**config.mk**
```make
export PLATFORM = sky130hd
export DESIGN_NAME = pst_regs
export DESIGN_NICKNAME = d
export VERILOG_FILES = /design/src/pst_pkg.sv /design/src/pst_regs.sv /design/src/pst_sticky.sv /design/src/pst_sync.sv
export SDC_FILE = /design/constraint.sdc
export NUM_CORES = 1
export LEC_CHECK = 0
export BUFFER_PORTS_ARGS = -buffer_cell sky130_fd_sc_hd__buf_4
export CAP_MARGIN = 5
export CORE_AREA = 4 4 82 61
export DETAILED_ROUTE_END_ITERATION = 7
export DIE_AREA = 0 0 86 65
export GPL_TIMING_DRIVEN = 0
export PLACE_DENSITY = 0.83
export SYNTH_ARGS = -nofsm -noshare
export SYNTH_HDL_FRONTEND = slang
export SYNTH_SLANG_ARGS = --single-unit
```
**constraint.sdc**
```tcl
create_clock -name mclk -period 4 [get_ports mclk]
set_input_delay 0.8 -clock mclk [delete_from_list [all_inputs] [get_ports mclk]]
set_output_delay 0.8 -clock mclk [all_outputs]
set_load 0.01 [all_outputs]
```
**src/pst_pkg.sv**
```systemverilog
// What this block does
// drop leading space-select nibble from register index
// status bit 11 reads one, maintenance channel
// status bit 10 reads zero, no efficient mode
// status bit 9 reads zero, no fault detect
// status bit 8 reads one, low power supported
// status bit 2 shows receive polarity inverted
// status bit 1 shows receive fault present
// status bit 0 shows receive link, resets zero
// training bits 10..4 hold writable user field
// training bit 1 enables maintenance advertise, resets one
// training bit 0 enables efficient advertise, resets zero
// reserved bits read zero, writes ignored
// link bit latches low until status read
package pst_pkg;

    // ----------------------------------------------------------------
    // bus geometry
    // ----------------------------------------------------------------
    localparam int WB_AW   = 14;     // byte address width
    localparam int WB_DW   = 32;     // bus data width
    localparam int WB_SW   = 4;      // byte lane selects
    localparam int REG_W   = 16;     // register width, low bits of the word
    localparam int IDX_W   = 12;     // index width once the space nibble is gone
    localparam int IDX_LSB = 2;      // word aligned: byte address is four times index
    localparam int LANE_W  = 8;      // bits per byte lane

    // ----------------------------------------------------------------
    // register indices, as printed, space nibble included
    // ----------------------------------------------------------------
    localparam logic [15:0] IDX_MEDIUM_STATUS = 16'h1901;
    localparam logic [15:0] IDX_TRAINING      = 16'h1902;
    localparam logic [15:0] IDX_IRQ_STATUS    = 16'h1910;
    localparam logic [15:0] IDX_IRQ_MASK      = 16'h1911;

    // ----------------------------------------------------------------
    // medium attach status layout
    // ----------------------------------------------------------------
    localparam int ST_OAM_BIT   = 11;
    localparam int ST_EEE_BIT   = 10;
    localparam int ST_RXFA_BIT  = 9;
    localparam int ST_LP_BIT    = 8;
    localparam int ST_POL_BIT   = 2;
    localparam int ST_FAULT_BIT = 1;
    localparam int ST_LINK_BIT  = 0;
    localparam logic CAP_OAM  = 1'b1;  // maintenance channel present
    localparam logic CAP_EEE  = 1'b0;  // efficient mode absent
    localparam logic CAP_RXFA = 1'b0;  // fault detection ability absent
    localparam logic CAP_LP   = 1'b1;  // low power present
    localparam logic [REG_W-1:0] ST_RESET = 16'h0900;

    // ----------------------------------------------------------------
    // training advertise layout
    // ----------------------------------------------------------------
    localparam int TR_USER_LSB = 4;
    localparam int TR_USER_W   = 7;
    localparam int TR_OAM_BIT  = 1;
    localparam int TR_EEE_BIT  = 0;
    localparam logic [REG_W-1:0] TR_RESET = 16'h0002;
    localparam logic [REG_W-1:0] TR_WMASK = 16'h07F3;  // writable bits only

    // ----------------------------------------------------------------
    // interrupt status and mask layout
    // ----------------------------------------------------------------
    localparam int IRQ_W         = 3;
    localparam int IRQ_LINK_DROP = 0;
    localparam int IRQ_FAULT_SET = 1;
    localparam int IRQ_POL_CHG   = 2;
    localparam logic [IRQ_W-1:0] IRQ_RESET = 3'h0;

    localparam int SYNC_STAGES = 2;

    // ----------------------------------------------------------------
    // types
    // ----------------------------------------------------------------
    typedef enum logic [0:0] {
        BUS_IDLE = 1'b0,   // waiting for a request
        BUS_ACK  = 1'b1    // ack high for one cycle
    } pst_bus_st_t;

    typedef struct packed {
        logic link_up;     // receive link up
        logic rx_fault;    // receive fault seen
        logic rx_pol_inv;  // receive pair polarity inverted
    } pst_line_t;

    typedef struct packed {
        logic [TR_USER_W-1:0] user;    // user field sent during training
        logic                 oam_en;  // advertise maintenance channel
        logic                 eee_en;  // advertise efficient mode
    } pst_adv_t;

endpackage

```
**src/pst_regs.sv**
```systemverilog
// Local design decision: the Wishbone register port.
`timescale 1ns/100ps
module pst_regs
    import pst_pkg::*;
(
    input  wire logic             mclk,
    input  wire logic             rstn,
    input  wire logic             ce,
    // classic wishbone slave
    input  wire logic             wb_cyc_i,
    input  wire logic             wb_stb_i,
    input  wire logic             wb_we_i,
    input  wire logic [WB_AW-1:0] wb_adr_i,
    input  wire logic [WB_SW-1:0] wb_sel_i,
    input  wire logic [WB_DW-1:0] wb_dat_i,
    output logic      [WB_DW-1:0] wb_dat_o,
    output logic                  wb_ack_o,
    // line state from the receive side, asynchronous
    input  wire pst_line_t        line_i,
    // values advertised during training
    output pst_adv_t              adv_o,
    // level interrupt
    output logic                  irq_o
);

    // ----------------------------------------------------------------
    // local indices with the space nibble stripped
    // ----------------------------------------------------------------
    localparam logic [IDX_W-1:0] LIDX_STATUS = IDX_MEDIUM_STATUS[IDX_W-1:0];
    localparam logic [IDX_W-1:0] LIDX_TRAIN  = IDX_TRAINING[IDX_W-1:0];
    localparam logic [IDX_W-1:0] LIDX_ISTAT  = IDX_IRQ_STATUS[IDX_W-1:0];
    localparam logic [IDX_W-1:0] LIDX_IMASK  = IDX_IRQ_MASK[IDX_W-1:0];

    // ----------------------------------------------------------------
    // module state
    // ----------------------------------------------------------------
    typedef struct packed {
        pst_bus_st_t      bus;         // bus handshake phase
        logic [WB_DW-1:0] rdat;        // read data held for the ack cycle
        logic [REG_W-1:0] train;       // training advertise contents
        logic             link_lat;    // latched-low receive link
        logic [IRQ_W-1:0] mask;        // interrupt enables
        logic             link_prev;   // last link level, for drop events
        logic             fault_prev;  // last fault level, for rise events
        logic             pol_prev;    // last polarity level, for change events
    } pst_regs_st_t;

    pst_regs_st_t q;
    pst_regs_st_t d;

    // ----------------------------------------------------------------
    // receive line synchronisers
    // ----------------------------------------------------------------
    pst_line_t line_s;        // settled copies of the line inputs

    pst_sync #(
        .W ($bits(pst_line_t))
    ) u_sync (
        .mclk    (mclk),
        .rstn    (rstn),
        .ce      (ce),
        .async_i (line_i),
        .sync_o  (line_s)
    );

    // ----------------------------------------------------------------
    // event detection and interrupt flags
    // ----------------------------------------------------------------
    logic [IRQ_W-1:0] ev_set;     // one-cycle events
    logic [IRQ_W-1:0] ev_clr;     // write-one-to-clear strobes
    logic [IRQ_W-1:0] irq_stat;   // sticky event flags

    // events come from the settled side only, never from stage one
    always_comb begin
        ev_set                = '0;
        ev_set[IRQ_LINK_DROP] = q.link_prev & ~line_s.link_up;
        ev_set[IRQ_FAULT_SET] = ~q.fault_prev & line_s.rx_fault;
        ev_set[IRQ_POL_CHG]   = q.pol_prev ^ line_s.rx_pol_inv;
    end

    pst_sticky #(
        .W (IRQ_W)
    ) u_sticky (
        .mclk   (mclk),
        .rstn   (rstn),
        .ce     (ce),
        .set_i  (ev_set),
        .clr_i  (ev_clr),
        .flag_o (irq_stat)
    );

    // ----------------------------------------------------------------
    // bus decode
    // ----------------------------------------------------------------
    logic             req;        // request present
    logic [IDX_W-1:0] idx;        // register index from the byte address
    logic             acc;        // access completes at this edge
    logic             wr_acc;     // completing write
    logic             rd_acc;     // completing read
    logic [REG_W-1:0] lane_m;     // bits covered by the byte selects
    logic [REG_W-1:0] st_val;     // medium attach status as read
    logic [REG_W-1:0] rd_val;     // selected register value

    assign req    = wb_cyc_i & wb_stb_i;
    assign idx    = wb_adr_i[WB_AW-1:IDX_LSB];
    assign acc    = req & (q.bus == BUS_ACK);
    assign wr_acc = acc & wb_we_i;
    assign rd_acc = acc & ~wb_we_i;
    assign lane_m = {{LANE_W{wb_sel_i[1]}}, {LANE_W{wb_sel_i[0]}}};

    // clear strobes only on the edge at which the write is taken
    always_comb begin
        ev_clr = '0;
        if (wr_acc && idx == LIDX_ISTAT && wb_sel_i[0]) begin
            ev_clr = wb_dat_i[IRQ_W-1:0];
        end
    end

    // ----------------------------------------------------------------
    // status word: fixed abilities, live polarity and fault, latched-low link
    // ----------------------------------------------------------------
    always_comb begin
        st_val               = '0;
        st_val[ST_OAM_BIT]   = CAP_OAM;
        st_val[ST_EEE_BIT]   = CAP_EEE;
        st_val[ST_RXFA_BIT]  = CAP_RXFA;
        st_val[ST_LP_BIT]    = CAP_LP;
        st_val[ST_POL_BIT]   = line_s.rx_pol_inv;
        st_val[ST_FAULT_BIT] = line_s.rx_fault;
        st_val[ST_LINK_BIT]  = q.link_lat;
    end

    // ----------------------------------------------------------------
    // read multiplexer; unmapped indices answer with zero
    // ----------------------------------------------------------------
    always_comb begin
        rd_val = '0;
        unique case (idx)
            LIDX_STATUS: begin
                rd_val = st_val;
            end
            LIDX_TRAIN: begin
                rd_val = q.train & TR_WMASK;
            end
            LIDX_ISTAT: begin
                rd_val[IRQ_W-1:0] = irq_stat;
            end
            LIDX_IMASK: begin
                rd_val[IRQ_W-1:0] = q.mask;
            end
            default: begin
                rd_val = '0;                     // any other index is unmapped
            end
        endcase
    end

    // ----------------------------------------------------------------
    // next state
    // ----------------------------------------------------------------
    always_comb begin
        d            = q;
        d.link_prev  = line_s.link_up;
        d.fault_prev = line_s.rx_fault;
        d.pol_prev   = line_s.rx_pol_inv;

        // handshake: one wait state, then ack for exactly one cycle
        unique case (q.bus)
            BUS_IDLE: begin
                if (req) begin
                    d.bus  = BUS_ACK;
                    d.rdat = {{(WB_DW-REG_W){1'b0}}, rd_val};
                end
            end
            BUS_ACK: begin
                d.bus = BUS_IDLE;
            end
        endcase

        // training advertise: only writable bits under a selected lane
        if (wr_acc && idx == LIDX_TRAIN) begin
            d.train = (q.train & ~(TR_WMASK & lane_m))
                    | (wb_dat_i[REG_W-1:0] & TR_WMASK & lane_m);
        end

        // interrupt mask
        if (wr_acc && idx == LIDX_IMASK && wb_sel_i[0]) begin
            d.mask = wb_dat_i[IRQ_W-1:0];
        end

        // link bit stays low after a drop until software has read it;
        // a drop in the read cycle still lands because link is low then
        if (rd_acc && idx == LIDX_STATUS) begin
            d.link_lat = line_s.link_up;
        end else begin
            d.link_lat = q.link_lat & line_s.link_up;
        end
    end

    // ----------------------------------------------------------------
    // state register, frozen while ce is low
    // ----------------------------------------------------------------
    always_ff @(posedge mclk or negedge rstn) begin
        if (!rstn) begin
            q            <= '0;
            q.bus        <= BUS_IDLE;
            q.train      <= TR_RESET;
            q.link_lat   <= ST_RESET[ST_LINK_BIT];
            q.mask       <= IRQ_RESET;
        end else if (ce) begin
            q <= d;
        end
    end

    // ----------------------------------------------------------------
    // outputs
    // ----------------------------------------------------------------
    // ack is combinational so it falls as soon as the master lets go
    assign wb_ack_o = req & (q.bus == BUS_ACK);
    assign wb_dat_o = q.rdat;
    // one driver for the whole struct, fields in declaration order
    assign adv_o = {q.train[TR_USER_LSB +: TR_USER_W],
                    q.train[TR_OAM_BIT],
                    q.train[TR_EEE_BIT]};
    // level interrupt; stays up until every unmasked flag is cleared
    assign irq_o = |(irq_stat & q.mask);
endmodule // pst_regs

```
**src/pst_sticky.sv**
```systemverilog
`timescale 1ns/100ps
module pst_sticky
    import pst_pkg::*;
#(
    parameter int W = 1
) (
    input  wire logic         mclk,
    input  wire logic         rstn,
    input  wire logic         ce,
    input  wire logic [W-1:0] set_i,
    input  wire logic [W-1:0] clr_i,
    output logic      [W-1:0] flag_o
);
    // ----------------------------------------------------------------
    // sticky flags, write one to clear; a set in the clear cycle wins
    // ----------------------------------------------------------------
    typedef struct packed {
        logic [W-1:0] flag;  // held events
    } pst_sticky_st_t;

    pst_sticky_st_t q;
    pst_sticky_st_t d;

    // set has priority so no event is lost
    always_comb begin
        d      = q;
        d.flag = (q.flag & ~clr_i) | set_i;
    end

    // state register
    always_ff @(posedge mclk or negedge rstn) begin
        if (!rstn) begin
            q <= '0;
        end else if (ce) begin
            q <= d;
        end
    end

    assign flag_o = q.flag;
endmodule // pst_sticky

```
**src/pst_sync.sv**
```systemverilog
`timescale 1ns/100ps
module pst_sync
    import pst_pkg::*;
#(
    parameter int W = 1
) (
    input  wire logic         mclk,
    input  wire logic         rstn,
    input  wire logic         ce,
    input  wire logic [W-1:0] async_i,
    output logic      [W-1:0] sync_o
);
    // ----------------------------------------------------------------
    // two stage synchroniser; stage one is read by stage two only
    // ----------------------------------------------------------------
    typedef struct packed {
        logic [W-1:0] s1;  // metastable stage
        logic [W-1:0] s2;  // settled stage
    } pst_sync_st_t;

    pst_sync_st_t q;
    pst_sync_st_t d;

    // next state: shift one stage
    always_comb begin
        d    = q;
        d.s1 = async_i;
        d.s2 = q.s1;
    end

    // state register, frozen while ce is low
    always_ff @(posedge mclk or negedge rstn) begin
        if (!rstn) begin
            q <= '0;
        end else if (ce) begin
            q <= d;
        end
    end

    assign sync_o = q.s2;
endmodule // pst_sync

```
==> results.md <==
Run status:
- The flow ran to the end, and the final reports show no timing, DRC or antenna violations.

Yosys:
- Of the post-synthesis cell area, the dominant cell type holds 45.3%.
- In this run the mean area of a mapped cell was 11.4 µm².
- After synthesis, the cell types taking the most area are sky130_fd_sc_hd__dfrtp_1, sky130_fd_sc_hd__buf_4, sky130_fd_sc_hd__mux2_2.
- The number of flip-flops and latches in the synthesized netlist is 37.
- The synthesized netlist contains 34 unique library cells.
- In this run the cell area of the synthesized design comes to 0.00199 mm².
- Counting flops with a built-in enable in the synthesized netlist gives 0.
- The share of the Yosys chip area taken by registers is 46.6%.
- The share of async-settable or async-resettable flops after synthesis is 100%.
- The library cell with the largest summed area after synthesis is sky130_fd_sc_hd__dfrtp_1.
- The number of instances in the synthesized netlist is 175.
- Among all flip-flop cells after synthesis, the most frequent one is sky130_fd_sc_hd__dfrtp_1.
- The Yosys step of the flow raised 0 warnings.

Drt:
- Dividing the detail-routed via count by the number of cells gives 4.72.
- The first TritonRoute pass finished after 4 iterations.
- For this block, the initial DRC count from the detailed router was 69.
- The total wirelength of the detailed-routed design is 4.13 mm.
- The remaining design rule violation count is 0.
- The vias after detailed routing is 1457.
- In the final routed layout, each cell accounts on average for 13.3 µm.
- The count of antenna-violating nets left after detailed routing is 0.

Global routing:
- The met2 routing resource usage after global routing is 23.5%.
- Global routing finished with a remaining overflow of 0.
- Global routing consumed, over all layers together, 14.9% of the routing resources.
- The layer with the highest usage after global routing is met2.
- The first global-routing pass estimated 6.50 mm of wire.
- Entering global routing, the biggest net connects 38 pins.
- The via count of the first global-routing pass is 1426.
- The initial antenna violation count is 0.
- For met3 alone, demand over resource in global routing was 4.83%.
- Global routing used 19.7% of the available met1 tracks.

Critical path:
- The number of cells on the worst reg-to-reg path is 4.
- The worst flop-to-flop path endpoint is wb_dat_o[2]$_DFFE_PN0P_.
- The number of buffers and inverters on the critical path is 1.
- On the worst path, the slowest cell contributes a delay of 0.45 ns.
- The signal arrival time at the worst endpoint is 2.49 ns.
- For this design, the slowest cell found on the critical path is sky130_fd_sc_hd__nor4_4.
- The signal on the critical path passes through buf_4 > or3_4 > nor4_4 > nand3_1 > mux2_2.
- The worst endpoint required time is 4.17 ns.
- STA classifies the critical path startpoint as an input pin.
- The startpoint identified for the worst register-to-register timing path is q[55]$_DFFE_PN0P_.
- The cell family contributing the most delay on the critical path is simple AND/OR/NAND/NOR gates.
- In this run the register-to-register setup slack is 2.31 ns.
- The biggest fanout along the worst timing path is 6.
- The classification of the worst setup path is input pin to flop.
- The worst setup path is captured at a flop.

Clocking:
- The post-cts resize count is 0.
- Hold repair after CTS inserted 0 buffers.
- After clock tree synthesis, the clock-pin slew on the worst setup and hold paths is 0.08 ns.
- The setup fix buffers added after clock tree synthesis is 0.
- For this design, the sink count on the clock tree is 37.
- In this run the deepest clock path goes through 2 buffers.
- The clock tree synthesis step divided the H-tree into 2 levels.
- TritonCTS built the clock tree.
- The source-to-sink clock delay at the later pin of the worst-skew pair is 0.28 ns.
- The total clock buffers created by CTS is 5.
- The tree is rooted in a sky130_fd_sc_hd__clkbuf_8.

Timing:
- The final number of setup-violating endpoints is 0.
- The hold violation total from the final report was 0.
- Across the routed clock network, the largest skew measured is 0.00769 ns.
- The number of max-slew violations in the final report came to 0.
- The post-route fraction of the period consumed by the critical path is 58.2%.
- The slew at the pin closest to its max-slew limit is 0.506 ns.
- Static timing analysis puts the maximum clock frequency at 0.430 GHz.
- The final period demand of the worst path is 2.33 ns.
- Setup repair after global routing left no endpoint under its margin.
- The worst max-slew margin expressed relative to the limit is 65.9%.
- The total negative setup slack is 0 ns.

Die:
- The width of the die is 86 µm.
- The cell row count is 20.
- The die area is 0.00559 mm².
- Once the floorplan was initialized, standard cells occupied 47.1% of the core.
- For this design the top-level I/O count stands at 102.
- The core region is 0.00423 mm².
- The die is 65 µm tall.

Power:
- Dividing total power by cell area gives a power density of 293 mW/mm².
- The register share of total power is 52.0%.
- The internal power of the cells totals 0.581 mW.
- Summed over all nets, the switching power comes to 0.184 mW.
- The switching power as a share of total power is 24.1%.
- Across the VDD grid, the largest voltage drop is 213 µV.
- The share of total power in the clock network is 34.9%.
- After layout, the design draws a total of 0.765 mW.
- Combinational logic burns 13.1% of the power.
- The cell leakage power is 1.40 nW.

Final layout:
- The net count reported at finish is 312.
- The most common cell after layout, fill and taps aside is sky130_fd_sc_hd__buf_4.
- Cells with a size suffix above 1 make up 53.1% of the layout.
- The finished layout holds 309 standard cells, fillers aside.
- The total of fill cells in the finished design is 361.
- The library cells used most frequently in the layout, excluding fill and tap cells, are sky130_fd_sc_hd__buf_4, sky130_fd_sc_hd__dfrtp_1, sky130_fd_sc_hd__mux2_2.
- The area growth from synthesis to layout is 31.3%.
- The number of antenna repair diodes is 0.

Place:
- The total instance count after detailed placement is 301.
- The sum of net half-perimeters after detailed placement is 3.31 mm.
- Routability-driven placement finished with a final weighted congestion of 0.883.
- During placement, the flow inserted port buffers numbering 51.

Run:
- Across the run, the number of max-cap violations was 0.

Min path:
- The path class of the lowest-slack min-delay path is input pin to async pin.
## per-layer routing
metal  share of wire (%)  vias to the layer above
met2                  48                       54
met4                 1.4                        0
li1                    -                      711
met5                   0                        -
met3                 7.5                        8
met1                  43                      684
## power by group through the flow
| stage | clock network [mW] | registers (mW) | logic, mW |
|---|---|---|---|
| floorplan | 0 | 0.402 | 0.0605 |
| global placement | 0 | 0.404 | 0.0970 |
| detailed placement | 0 | 0.405 | 0.0992 |
| CTS | 0.272 | 0.397 | 0.0996 |
| global route | 0.291 | 0.399 | 0.111 |
| finish | 0.267 | 0.398 | 0.100 |
## Yosys cell counts (2+ instances only)
cell                       number
sky130_fd_sc_hd__nand3_1        3
sky130_fd_sc_hd__xor2_1         2
sky130_fd_sc_hd__a211oi_1       2
sky130_fd_sc_hd__and3_1         3
sky130_fd_sc_hd__nor4_4         2
sky130_fd_sc_hd__o21ai_0        5
sky130_fd_sc_hd__and3b_1        3
sky130_fd_sc_hd__clkbuf_1       2
sky130_fd_sc_hd__nor2_1         6
sky130_fd_sc_hd__nand2_1        8
sky130_fd_sc_hd__nand4_1        5
sky130_fd_sc_hd__o21ai_1        2
sky130_fd_sc_hd__inv_1          4
sky130_fd_sc_hd__buf_4         42
sky130_fd_sc_hd__mux2_2        23
sky130_fd_sc_hd__dfrtp_1       36
sky130_fd_sc_hd__nor2b_1        3
sky130_fd_sc_hd__a22o_1         8
## worst register-to-register path: stages, from the launching register on
cell and delay (ns):
sky130_fd_sc_hd__dfrtp_1 0.40, sky130_fd_sc_hd__inv_1 0.07, sky130_fd_sc_hd__nand4_1 0.33, sky130_fd_sc_hd__or4_4 0.63, sky130_fd_sc_hd__o31ai_2 0.18
## area by class of cell
| cell class | instances | area, µm² | share of cell area [%] |
|---|---|---|---|
| Buffer | 46 | 333 | 12.7 |
| Clock buffer | 6 | 82.6 | 3.16 |
| Clock inverter | 2 | 13.8 | 0.527 |
| Inverter | 4 | 15.0 | 0.574 |
| Multi-Input combinational cell | 108 | 791 | 30.3 |
| Sequential cell | 37 | 927 | 35.5 |
| Tap cell | 55 | 68.8 | 2.63 |
| Timing Repair Buffer | 51 | 383 | 14.6 |
## through the flow
stage / setup slack, ns / area (µm²) / util, % / hold slack, ns
after CTS: 1.69 / 2610 / 61.8 / 0.484
after global routing: 1.60 / 2610 / 61.8 / 0.504
after floorplan: 1.72 / 2070 / - / 0.451
final: 1.67 / 2610 / 61.8 / 0.471
after global placement: 1.42 / 2520 / 59.5 / 0.469
after detailed placement: 1.39 / 2520 / 59.5 / 0.474
## worst max path at each step
stage | startpoint | endpoint | slack (ns) | depth (start not counted)
2_1_floorplan | wb_adr_i[7] | wb_dat_o[2]$_DFFE_PN0P_ | 1.72 | 4
4_1_cts | wb_adr_i[7] | flop | 1.69 | 5
6_report | wb_adr_i[7] | flop | 1.67 | 5
3_3_place_gp | wb_adr_i[7] | flop | 1.42 | 5
5_1_grt | wb_adr_i[7] | flop | 1.60 | 5
3_5_place_dp | wb_adr_i[7] | flop | 1.39 | 5
## cell families after synthesis
group / after synthesis / share of synthesized area [%]
buf+inv: 50 / 17.5
simple gates: 40 / 13.5
mux: 23 / 13.0
compound gates: 22 / 8.36
xor+xnor: 2 / 0.880
other cells: 1 / 0.188
flops: 37 / 46.6
(Power assumes the default switching activity.)
